<file path="src/spi_port_pkg.sv">
// Constants, register map and state types for the SPI port.
// Assumes a 200 MHz core clock and a 32-bit AHB-Lite register bus.
package spi_port_pkg;
    // ************************************************************
    // Clock and timing.
    // ************************************************************
    localparam int CLK_HZ = 32'h0bebc200;
    localparam int TIMEOUT_MS = 32'h0000_1388;
    localparam int TIMEOUT_CYC = TIMEOUT_MS * (CLK_HZ / 32'h0000_03e8);
    localparam int CODE_N = 32'h8;
    localparam logic [2:0] CODE_MAX = 3'h7;
    // ************************************************************
    // Data path sizes.
    // ************************************************************
    localparam int WORD_W = 32'h10;
    localparam int FIFO_DEPTH = 32'h8;
    localparam logic [4:0] LAST8 = 5'h0f;
    localparam logic [4:0] LAST16 = 5'h1f;
    // ************************************************************
    // Register byte offsets.
    // ************************************************************
    localparam logic [4:0] A_CTRL = 5'h00;
    localparam logic [4:0] A_BAUD = 5'h04;
    localparam logic [4:0] A_POLY = 5'h08;
    localparam logic [4:0] A_TXD = 5'h0c;
    localparam logic [4:0] A_RXD = 5'h10;
    localparam logic [4:0] A_STAT = 5'h14;
    localparam logic [4:0] A_CRC = 5'h18;
    // ************************************************************
    // Control fields, status fields and reset values.
    // ************************************************************
    localparam int CTRL_W = 32'hc;
    localparam int C_EN = 32'h0;
    localparam int C_MST = 32'h1;
    localparam int C_CPOL = 32'h2;
    localparam int C_CPHA = 32'h3;
    localparam int C_WIDE = 32'h4;
    localparam int C_LSB = 32'h5;
    localparam int C_CRC = 32'h6;
    localparam int C_KEEP = 32'h7;
    localparam int C_FORCE = 32'h8;
    localparam int C_PSC_LO = 32'h9;
    localparam int C_PSC_HI = 32'hb;
    localparam int S_BUSY = 32'h0;
    localparam int S_EMPTY = 32'h1;
    localparam int S_FULL = 32'h2;
    localparam int S_RXV = 32'h3;
    localparam int S_OVR = 32'h4;
    localparam int S_TMO = 32'h5;
    localparam int S_CODE_LO = 32'h8;
    localparam logic [CTRL_W-1:0] CTRL_RST = 12'h086;
    localparam logic [31:0] DEF_BAUD = 32'h0005_01bd;
    localparam logic [15:0] POLY_RST = 16'h0007;
    localparam logic HRESP_OKAY = 1'b0;
    typedef enum logic {ENG_IDLE, ENG_RUN} eng_t;
endpackage

</file>
<file path="src/spi_fifo_if.sv">
// Handshake bundle between the SPI port and its transmit word queue.
// Assumes both ends run on the same clock.
`timescale 1ns/100ps
interface spi_fifo_if #(parameter int W = 16);
    logic in_valid;
    logic in_ready;
    logic [W-1:0] in_data;
    logic out_valid;
    logic out_ready;
    logic [W-1:0] out_data;
    modport user (output in_valid, in_data, out_ready, input in_ready, out_valid, out_data);
    modport store (input in_valid, in_data, out_ready, output in_ready, out_valid, out_data);
endinterface

</file>
<file path="src/spi_word_fifo.sv">
// Word queue with valid/ready on both sides.
// Assumes DEPTH is a power of two so the pointers wrap by themselves.
`timescale 1ns/100ps
module spi_word_fifo #(
    parameter int WIDTH = 16,
    parameter int DEPTH = 8
) (
    input wire logic clk,
    input wire logic rst_b,
    spi_fifo_if.store q
);
    localparam int AW = $clog2(DEPTH);
    typedef struct packed {
        logic [AW-1:0] wr;
        logic [AW-1:0] rd;
        logic [AW:0] cnt;
    } fifo_st_t;
    fifo_st_t st_ff;
    fifo_st_t nxt_st;
    logic [WIDTH-1:0] mem [DEPTH];
    logic push;
    logic pop;

    // ************************************************************
    // Handshakes: full and empty come straight from the count.
    // ************************************************************
    assign q.in_ready = st_ff.cnt != (AW+1)'(DEPTH);
    assign q.out_valid = st_ff.cnt != '0;
    assign q.out_data = mem[st_ff.rd];
    assign push = q.in_valid && q.in_ready;
    assign pop = q.out_valid && q.out_ready;

    // Pointer and count update.
    always_comb begin
        nxt_st = st_ff;
        if (push) begin
            nxt_st.wr = st_ff.wr + 1'b1;
        end
        if (pop) begin
            nxt_st.rd = st_ff.rd + 1'b1;
        end
        nxt_st.cnt = st_ff.cnt + (AW+1)'(push) - (AW+1)'(pop);
    end

    // State register.
    always_ff @(posedge clk or negedge rst_b) begin
        if (!rst_b) begin
            st_ff <= '0;
        end else begin
            st_ff <= nxt_st;
        end
    end

    // Storage needs no reset; nothing is read before it is written.
    always_ff @(posedge clk) begin
        if (push) begin
            mem[st_ff.wr] <= q.in_data;
        end
    end
endmodule

</file>
<file path="src/spi_port.sv">
// SPI serial port, master or slave, with an AHB-Lite register slave.
// Assumes one 200 MHz clock, a single AHB master and an external peer;
// slave select is handled outside this block.
//
// Notes on behaviour
// - The serial clock rests at the polarity level whenever no word moves.
// - Phase 0 samples on the first edge of each bit, phase 1 on the second.
// - A word is 8 or 16 bits by configuration and its bits move back to back.
// - Bits move most or least significant first by the bit-order setting.
// - As master the serial clock is the core clock divided by 2 to 256 in powers of two.
// - The port is master driving the clock or slave taking it; the rate only affects master.
// - An explicit divider is used directly and beats any requested rate.
// - An optional CRC runs over the data with a set polynomial, and is idle when off.
// - In full duplex one word is captured for each word sent, on the same edges.
// - The port neither drives nor senses slave select.
// - Defaults are idle high, first-edge sampling, 8 bits, MSB first, CRC off, a 328125 Hz rate that runs the clock at 781250 Hz (divide by 256).
// - A word not finished within the timeout, 5000 ms by default, is dropped and flagged.
// - Disabling stops all transfers until the port is configured again.
// - Reopening without new settings keeps the last configuration.
`timescale 1ns/100ps
module spi_port
    import spi_port_pkg::*;
#(
    parameter int TIMEOUT_CYCLES = TIMEOUT_CYC
) (
    input wire logic core_clk,
    input wire logic rst_b,
    input wire logic hsel,
    input wire logic [31:0] haddr,
    input wire logic [1:0] htrans,
    input wire logic hwrite,
    input wire logic [2:0] hsize,
    input wire logic [31:0] hwdata,
    input wire logic hready,
    output logic [31:0] hrdata,
    output logic hreadyout,
    output logic hresp,
    input wire logic sck_in,
    output logic sck_out,
    output logic sck_oe,
    input wire logic mosi_in,
    output logic mosi_out,
    output logic mosi_oe,
    input wire logic miso_in,
    output logic miso_out,
    output logic miso_oe
);
    typedef struct packed {
        logic [1:0] sck_sy;
        logic [1:0] mosi_sy;
        logic [1:0] miso_sy;
        logic sck_prev;
        logic dph_wr;
        logic dph_tx;
        logic [4:0] dph_a;
        logic [31:0] rdata;
        logic [CTRL_W-1:0] ctrl;
        logic [31:0] baud;
        logic [15:0] poly;
        eng_t eng;
        logic [2:0] code;
        logic [7:0] hcnt;
        logic sck;
        logic [4:0] edge_n;
        logic [15:0] tx;
        logic [15:0] rx;
        logic [15:0] rxd;
        logic rxv;
        logic ovr;
        logic tmo_err;
        logic [31:0] tmo;
        logic [15:0] crc;
    } st_t;

    st_t st_ff;
    st_t nxt_st;
    logic [1:0] rst_sync_ff;
    logic rst_sync_b;
    logic en, mst, cpol, cpha, wide, lsb, crc_on, keep, force_psc;
    logic [2:0] psc;
    logic [7:0] half_m1;
    logic [4:0] last_n;
    logic take;
    logic tx_bit;

    spi_fifo_if #(.W(WORD_W)) txq ();

    spi_word_fifo #(.WIDTH(WORD_W), .DEPTH(FIFO_DEPTH)) u_txq (
        .clk(core_clk),
        .rst_b(rst_sync_b),
        .q(txq)
    );

    // ************************************************************
    // Helpers.
    // ************************************************************
    // Smallest divider code whose clock does not exceed the rate; the largest code when none does.
    function automatic logic [2:0] pick_code(input logic [31:0] rate);
        logic [2:0] c;
        logic hit;
        c = CODE_MAX;
        hit = 1'b0;
        for (int k = 0; k < CODE_N; k++) begin
            if (!hit && ((32'(CLK_HZ) >> (k + 1)) <= rate)) begin
                c = 3'(k);
                hit = 1'b1;
            end
        end
        return c;
    endfunction

    // Bit currently presented on the data line.
    function automatic logic bit_out(input logic [15:0] w, input logic wd, input logic lf);
        return lf ? w[0] : (wd ? w[15] : w[7]);
    endfunction

    // ************************************************************
    // Reset release and configuration decode.
    // ************************************************************
    // Reset asserts at once but leaves only after two clean edges.
    always_ff @(posedge core_clk or negedge rst_b) begin
        if (!rst_b) begin
            rst_sync_ff <= 2'h0;
        end else begin
            rst_sync_ff <= {rst_sync_ff[0], 1'b1};
        end
    end
    assign rst_sync_b = rst_sync_ff[1];

    // Settings live in one register and survive disable and re-enable.
    assign en = st_ff.ctrl[C_EN];
    assign mst = st_ff.ctrl[C_MST];
    assign cpol = st_ff.ctrl[C_CPOL];
    assign cpha = st_ff.ctrl[C_CPHA];
    assign wide = st_ff.ctrl[C_WIDE];
    assign lsb = st_ff.ctrl[C_LSB];
    assign crc_on = st_ff.ctrl[C_CRC];
    assign keep = st_ff.ctrl[C_KEEP];
    assign force_psc = st_ff.ctrl[C_FORCE];
    assign psc = st_ff.ctrl[C_PSC_HI:C_PSC_LO];
    assign half_m1 = (8'h01 << st_ff.code) - 8'h01;
    assign last_n = wide ? LAST16 : LAST8;

    // ************************************************************
    // Bus and pin outputs.
    // ************************************************************
    // A data write to the queue waits while the queue is full.
    assign take = hsel && htrans[1] && hready;
    assign hreadyout = !st_ff.dph_tx || txq.in_ready;
    assign hresp = HRESP_OKAY;
    assign hrdata = st_ff.rdata;
    assign txq.in_valid = st_ff.dph_tx;
    assign txq.in_data = hwdata[WORD_W-1:0];
    assign txq.out_ready = (st_ff.eng == ENG_IDLE) && en;

    // Only clock and data lines exist; slave select is left outside.
    assign tx_bit = bit_out(st_ff.tx, wide, lsb);
    assign sck_out = st_ff.sck;
    assign sck_oe = en && mst;
    assign mosi_out = tx_bit;
    assign mosi_oe = en && mst;
    assign miso_out = tx_bit;
    assign miso_oe = en && !mst;

    // ************************************************************
    // Next-state logic: bus side first, engine second, so that
    // engine events win over software clears in the same cycle.
    // ************************************************************
    always_comb begin
        logic edge_ev;
        logic samp;
        logic adv;
        logic din;
        logic fb;
        logic [15:0] rxn;
        logic [15:0] rfin;
        logic [31:0] stat;
        edge_ev = 1'b0;
        samp = 1'b0;
        adv = 1'b0;
        fb = 1'b0;
        din = 1'b0;
        rxn = 16'h0;
        rfin = 16'h0;
        nxt_st = st_ff;
        // Pins pass two flops; only the second stage is used.
        nxt_st.sck_sy = {st_ff.sck_sy[0], sck_in};
        nxt_st.mosi_sy = {st_ff.mosi_sy[0], mosi_in};
        nxt_st.miso_sy = {st_ff.miso_sy[0], miso_in};
        nxt_st.sck_prev = st_ff.sck_sy[1];
        din = mst ? st_ff.miso_sy[1] : st_ff.mosi_sy[1];
        stat = 32'h0;
        stat[S_BUSY] = st_ff.eng == ENG_RUN;
        stat[S_EMPTY] = !txq.out_valid;
        stat[S_FULL] = !txq.in_ready;
        stat[S_RXV] = st_ff.rxv;
        stat[S_OVR] = st_ff.ovr;
        stat[S_TMO] = st_ff.tmo_err;
        stat[S_CODE_LO +: 3] = st_ff.code;
        // Data phase of a write completes when the slave is ready.
        if (st_ff.dph_wr && hreadyout) begin
            case (st_ff.dph_a)
                A_CTRL: begin
                    nxt_st.ctrl = hwdata[CTRL_W-1:0];
                    nxt_st.crc = 16'h0;
                end
                A_BAUD: nxt_st.baud = hwdata;
                A_POLY: begin
                    nxt_st.poly = hwdata[15:0];
                    nxt_st.crc = 16'h0;
                end
                A_STAT: begin
                    nxt_st.ovr = st_ff.ovr && !hwdata[S_OVR];
                    nxt_st.tmo_err = st_ff.tmo_err && !hwdata[S_TMO];
                end
                default: nxt_st.ctrl = st_ff.ctrl;
            endcase
        end
        // Address phase: read data is prepared here, one stage early.
        nxt_st.dph_wr = take && hwrite;
        nxt_st.dph_tx = take && hwrite && (haddr[4:0] == A_TXD);
        nxt_st.dph_a = haddr[4:0];
        nxt_st.rdata = 32'h0;
        if (take && !hwrite) begin
            case (haddr[4:0])
                A_CTRL: nxt_st.rdata = 32'(st_ff.ctrl);
                A_BAUD: nxt_st.rdata = st_ff.baud;
                A_POLY: nxt_st.rdata = 32'(st_ff.poly);
                A_RXD: begin
                    nxt_st.rdata = 32'(st_ff.rxd);
                    nxt_st.rxv = 1'b0;
                end
                A_STAT: nxt_st.rdata = stat;
                A_CRC: nxt_st.rdata = 32'(st_ff.crc);
                default: nxt_st.rdata = 32'h0;
            endcase
        end
        rxn = lsb ? {din, st_ff.rx[15:1]} : {st_ff.rx[14:0], din};
        unique case (st_ff.eng)
            ENG_IDLE: begin
                nxt_st.sck = cpol;
                nxt_st.hcnt = 8'h0;
                nxt_st.edge_n = 5'h0;
                nxt_st.tmo = 32'h0;
                // Divider is frozen for the word; explicit code wins.
                nxt_st.code = force_psc ? psc : pick_code(st_ff.baud);
                if (txq.out_valid && txq.out_ready) begin
                    nxt_st.eng = ENG_RUN;
                    nxt_st.tx = txq.out_data;
                    nxt_st.rx = 16'h0;
                end
            end
            ENG_RUN: begin
                nxt_st.tmo = st_ff.tmo + 32'h1;
                // Master toggles every half period; slave follows the pin.
                if (mst) begin
                    if (st_ff.hcnt == half_m1) begin
                        nxt_st.hcnt = 8'h0;
                        nxt_st.sck = !st_ff.sck;
                        edge_ev = 1'b1;
                    end else begin
                        nxt_st.hcnt = st_ff.hcnt + 8'h01;
                    end
                end else begin
                    edge_ev = st_ff.sck_sy[1] != st_ff.sck_prev;
                end
                // Even edges lead, odd edges trail.
                samp = edge_ev && (st_ff.edge_n[0] == cpha);
                adv = edge_ev && (st_ff.edge_n[0] != cpha) && (st_ff.edge_n != 5'h0);
                if (samp) begin
                    nxt_st.rx = rxn;
                    if (crc_on) begin
                        fb = st_ff.crc[15] ^ din;
                        nxt_st.crc = {st_ff.crc[14:0], 1'b0} ^ (fb ? st_ff.poly : 16'h0);
                    end
                end
                if (adv) begin
                    nxt_st.tx = lsb ? {1'b0, st_ff.tx[15:1]} : {st_ff.tx[14:0], 1'b0};
                end
                if (edge_ev) begin
                    nxt_st.edge_n = st_ff.edge_n + 5'h01;
                end
                rfin = samp ? rxn : st_ff.rx;
                if (edge_ev && (st_ff.edge_n == last_n)) begin
                    nxt_st.eng = ENG_IDLE;
                    // Send-only use simply leaves the receive slot alone.
                    if (keep) begin
                        nxt_st.rxd = wide ? rfin :
                            {8'h0, (lsb ? rfin[15:8] : rfin[7:0])};
                        nxt_st.ovr = nxt_st.ovr || nxt_st.rxv;
                        nxt_st.rxv = 1'b1;
                    end
                end
                // A stuck peer must not hang the port for ever.
                if (st_ff.tmo == 32'(TIMEOUT_CYCLES - 1)) begin
                    nxt_st.eng = ENG_IDLE;
                    nxt_st.tmo_err = 1'b1;
                    nxt_st.sck = cpol;
                end
                if (!en) begin
                    nxt_st.eng = ENG_IDLE;
                    nxt_st.sck = cpol;
                end
            end
        endcase
    end

    // State register with documented defaults.
    always_ff @(posedge core_clk or negedge rst_sync_b) begin
        if (!rst_sync_b) begin
            st_ff <= '0;
            st_ff.ctrl <= CTRL_RST;
            st_ff.baud <= DEF_BAUD;
            st_ff.poly <= POLY_RST;
            st_ff.sck <= CTRL_RST[C_CPOL];
            st_ff.code <= CODE_MAX;
        end else begin
            st_ff <= nxt_st;
        end
    end

    // ************************************************************
    // Checks.
    // ************************************************************
    logic sck_d_ff;
    logic [7:0] gap_ff;
    logic [5:0] tog_ff;

    // Clock edge counters watched by the checks below.
    always_ff @(posedge core_clk or negedge rst_sync_b) begin
        if (!rst_sync_b) begin
            sck_d_ff <= 1'b0;
            gap_ff <= 8'h0;
            tog_ff <= 6'h0;
        end else begin
            sck_d_ff <= st_ff.sck;
            gap_ff <= (st_ff.sck != sck_d_ff) ? 8'h0 : gap_ff + 8'h01;
            if (st_ff.eng == ENG_IDLE) begin
                tog_ff <= 6'h0;
            end else if (st_ff.sck != sck_d_ff) begin
                tog_ff <= tog_ff + 6'h01;
            end
        end
    end
endmodule

</file>
<file path="config.mk">
export PLATFORM = sky130hd
export DESIGN_NAME = spi_port
export DESIGN_NICKNAME = d
export VERILOG_FILES = /design/src/spi_port_pkg.sv /design/src/spi_fifo_if.sv /design/src/spi_word_fifo.sv /design/src/spi_port.sv
export SDC_FILE = /design/constraint.sdc
export NUM_CORES = 1
export LEC_CHECK = 0
export BUFFER_PORTS_ARGS = -buffer_cell sky130_fd_sc_hd__buf_2
export CAP_MARGIN = 0
export CORE_ASPECT_RATIO = 0.6
export CORE_MARGIN = 4
export CORE_UTILIZATION = 50
export CTS_CLUSTER_SIZE = 12
export DETAILED_ROUTE_END_ITERATION = 8
export PLACE_DENSITY = 0.69
export SLEW_MARGIN = 20
export SYNTH_ARGS = -nofsm -noshare
export SYNTH_HDL_FRONTEND = slang
export SYNTH_HIERARCHICAL = 1
export SYNTH_SLANG_ARGS = --single-unit
export TNS_END_PERCENT = 50
</file>
<file path="constraint.sdc">
create_clock -name core_clk -period 8.85 [get_ports core_clk]
set_clock_uncertainty 0.2 [all_clocks]
set_input_delay 1.77 -clock core_clk [delete_from_list [all_inputs] [get_ports core_clk]]
set_output_delay 1.77 -clock core_clk [all_outputs]
set_load 0.005 [all_outputs]
</file>
==> results.sh <==
export IMPL_synth_top_area_share_pct=31.4
export IMPL_synth_area_leader_cell="dfrtp_1"
export IMPL_hold_start="nxt_st[220]"
export IMPL_r2r_slack_ns=5.17
export IMPL_crit_path_top_delay_cell="dfrtp_2"
export IMPL_yosysSeqAreaShare_pct=56.7
export IMPL_r2r_cells=9
export IMPL_drive_above_1_share_pct=19.5
export IMPL_fp_row_count=52
export IMPL_gp_congestion=0.891
export IMPL_crit_family="flip-flops"
export IMPL_cts_resized=0
export IMPL_viasPerCell=5.98
export IMPL_gr_total_overflow=0
export IMPL_synthArstFlopShare_pct=64.7
export IMPL_holdCritPathClass="register to register"
export IMPL_fp_dieH_um=152
export IMPL_period_needed_ns=4.26
export IMPL_io_buffers=84
export IMPL_cp_arrival_ns=2.29
export IMPL_root_buffer="clkbuf_16"
export IMPL_cts_setup_buffers=0
export IMPL_pin_count=117
export IMPL_path_buf_inv=1
export IMPL_final_common_cell="dfrtp_1"
export IMPL_outcome="finished clean"
export IMPL_synth_top_cells_by_area="dfrtp_1 31%, edfxtp_1 22%, mux2_2 5.9%"
export IMPL_worst_pin_slew_ns=1.07
export IMPL_dr_pass1_iters=6
export IMPL_max_freq_ghz=0.235
export IMPL_vias=11419
export IMPL_cp_end_kind="primary output"
export IMPL_cts_sinks=363
export IMPL_hpwl_mm=28.1
export IMPL_wire_per_inst_um=21.6
export IMPL_drc=0
export IMPL_start_util_pct=50.8
export IMPL_crit_reg2reg_launch="u_txq/st_ff[2]"
export IMPL_powerDensity_nw_per_um2=224
export IMPL_hold_violations=0
export IMPL_vdd_ir_drop_worst_uv=115
export IMPL_most_common_layout_cells="213 x dfrtp_1, 128 x nand2_1, 128 x edfxtp_1"
export IMPL_p_leak_nw=7.50
export IMPL_clockBufferDepth=3
export IMPL_path_cells="o21ai_0, buf_2"
export IMPL_die_width_um=247
export IMPL_fin_nets=1511
export IMPL_synthFlopType="dfrtp_1"
export IMPL_drv_cap=0
export IMPL_relSlewSlack_pct=28.7
export IMPL_dieArea_um2=37500
export IMPL_fin_tns_setup_ns=0
export IMPL_worstReg2RegEnd="force_psc"
export IMPL_syn_area_per_cell_um2=12.3
export IMPL_drtAntennaViolNets=0
export IMPL_setup_violations=0
export IMPL_path_clk_slew_ns=0.06
export IMPL_critPathMaxFanout=40
export IMPL_drt_first_iter_violations=1381
export IMPL_grt_usage_pct=22.2
export IMPL_synth_area_um2=17200
export IMPL_wirelength_mm=41.3
export IMPL_areaGrowthSynthToFinish_pct=10.2
export IMPL_min_to="st_ff[220]"
export IMPL_synthCells=1393
export IMPL_h_tree_depth=2
export IMPL_hold_depth=0
export IMPL_grt_pass1_wl_mm=64.2
export IMPL_antenna_found_initial=0
export IMPL_cts_buffers=38
export IMPL_worstPathRequired_ns=6.88
export IMPL_clock_latency_ns=0.54
export IMPL_period_share_pct=48.1
export IMPL_synth_edff_count=128
export IMPL_synth_warnings=6
export IMPL_drv_slew=0
export IMPL_synth_seq_cells=363
export IMPL_ys_types=74
export IMPL_holdBufCountCts=0
export IMPL_crit_path_max_incr_delay_ns=1.07
export IMPL_critPathLaunchType="register"
export IMPL_path_class="register to primary output"
export IMPL_fin_util_pct=56.0
export IMPL_rsz0062_at_grt="no"
export IMPL_syn_nets=1483
export IMPL_cts_tree="built"
export IMPL_grt_max_degree=175
export IMPL_grt_pass1_vias=10872
export IMPL_coreArea_um2=33800
==> state kept, by name, summed over array words and instances, names as in the netlist <==
name,flops
crc_on,1
en,1
hrdata,32
nxt_st,4
lsb,1
u_txq/st_ff,10
psc,3
sck_out,1
mst,1
txq.in_valid,1
cpha,1
keep,1
cpol,1
u_txq/mem,128
rst_sync_ff,2
force_psc,1
st_ff,174
==> stage by stage <==
step	hold WS [ns]	cell area, um2	setup slack, ns	power (W)	std cells
after floorplan	0.131	17200	1.65	0.00255	1393
after global placement	0.136	17800	4.63	0.00273	1840
after detailed placement	0.136	17800	4.55	0.00275	1840
after CTS	0.151	18900	4.52	0.00427	1909
after global routing	0.153	18900	4.47	0.00445	1909
final	0.148	19000	4.59	0.00425	1910
==> worst max path at each step <==
stage                   start  slack, ns         to  cells after the start
2_1_floorplan  rst_sync_ff[1]       1.65       cpha                      0
3_3_place_gp         haddr[3]       4.63  hrdata[5]                      8
3_5_place_dp         haddr[3]       4.55  hrdata[5]                      8
4_1_cts                   lsb       4.52   mosi_out                      2
5_1_grt                   lsb       4.47   miso_out                      2
6_report                  lsb       4.59   mosi_out                      2
==> synthesized netlist by cell type (10+ instances only) <==
master / instances
a21oi_1: 46
ha_1: 12
xor2_1: 34
nand3_1: 39
mux2_2: 90
xnor2_1: 25
o211ai_1: 15
and2_1: 29
nor3_1: 26
nor2_1: 88
o22ai_1: 11
dfrtp_1: 216
nand4_1: 27
buf_4: 36
mux2i_1: 55
mux4_1: 28
nand2b_1: 16
edfxtp_1: 128
o32ai_1: 16
nor4_1: 11
clkbuf_1: 60
o21ai_0: 37
a211oi_1: 10
mux2_1: 11
nand2_1: 128
dfstp_2: 19
or3_1: 11
inv_1: 24
==> worst register-to-register path: cells and delay by family, from the launching register on <==
family                   cells  cell delay, ns
adder cells (fa/ha/maj)      1            0.19
buffers and inverters        2            0.39
flip-flops                   1            0.32
multiplexers                 1            0.35
AND/OR/NAND/NOR              5            2.12
==> kinds of logic after synthesis <==
kind of cell    count (synthesis)  share of synthesized area (%)
flops                         363                           56.7
buf+inv                       143                           4.21
other cells                     2                         0.0437
mux                           188                           14.6
fa+ha+maj                      13                          0.989
xor+xnor                       59                           3.00
simple gates                  415                           11.8
compound gates                210                           8.67
==> cell type report <==
class                           count  area [um2]
Multi-Input combinational cell    887        6780
Clock inverter                      4        55.1
Inverter                           27         101
Timing Repair Buffer              104         583
Sequential cell                   363        9750
Antenna cell                        1        2.50
Tap cell                          459         574
Clock buffer                       65        1100
Fill cell                        2832       14900
==> report_power, final <==
part           internal, W  switching (W)  total (W)
sequential         0.00185       0.000157    0.00201
clock             0.000878       0.000635    0.00151
combinational     0.000339       0.000389   0.000727
==> per-layer routing <==
metal | wire (um) | global-route usage (%)
met1 | 19700 | 34.7
met2 | 17100 | 30.7
met3 | 3890 | 6.31
met4 | 621 | 4.93
met5 | 0 | 0
(Power assumes the default switching activity.)
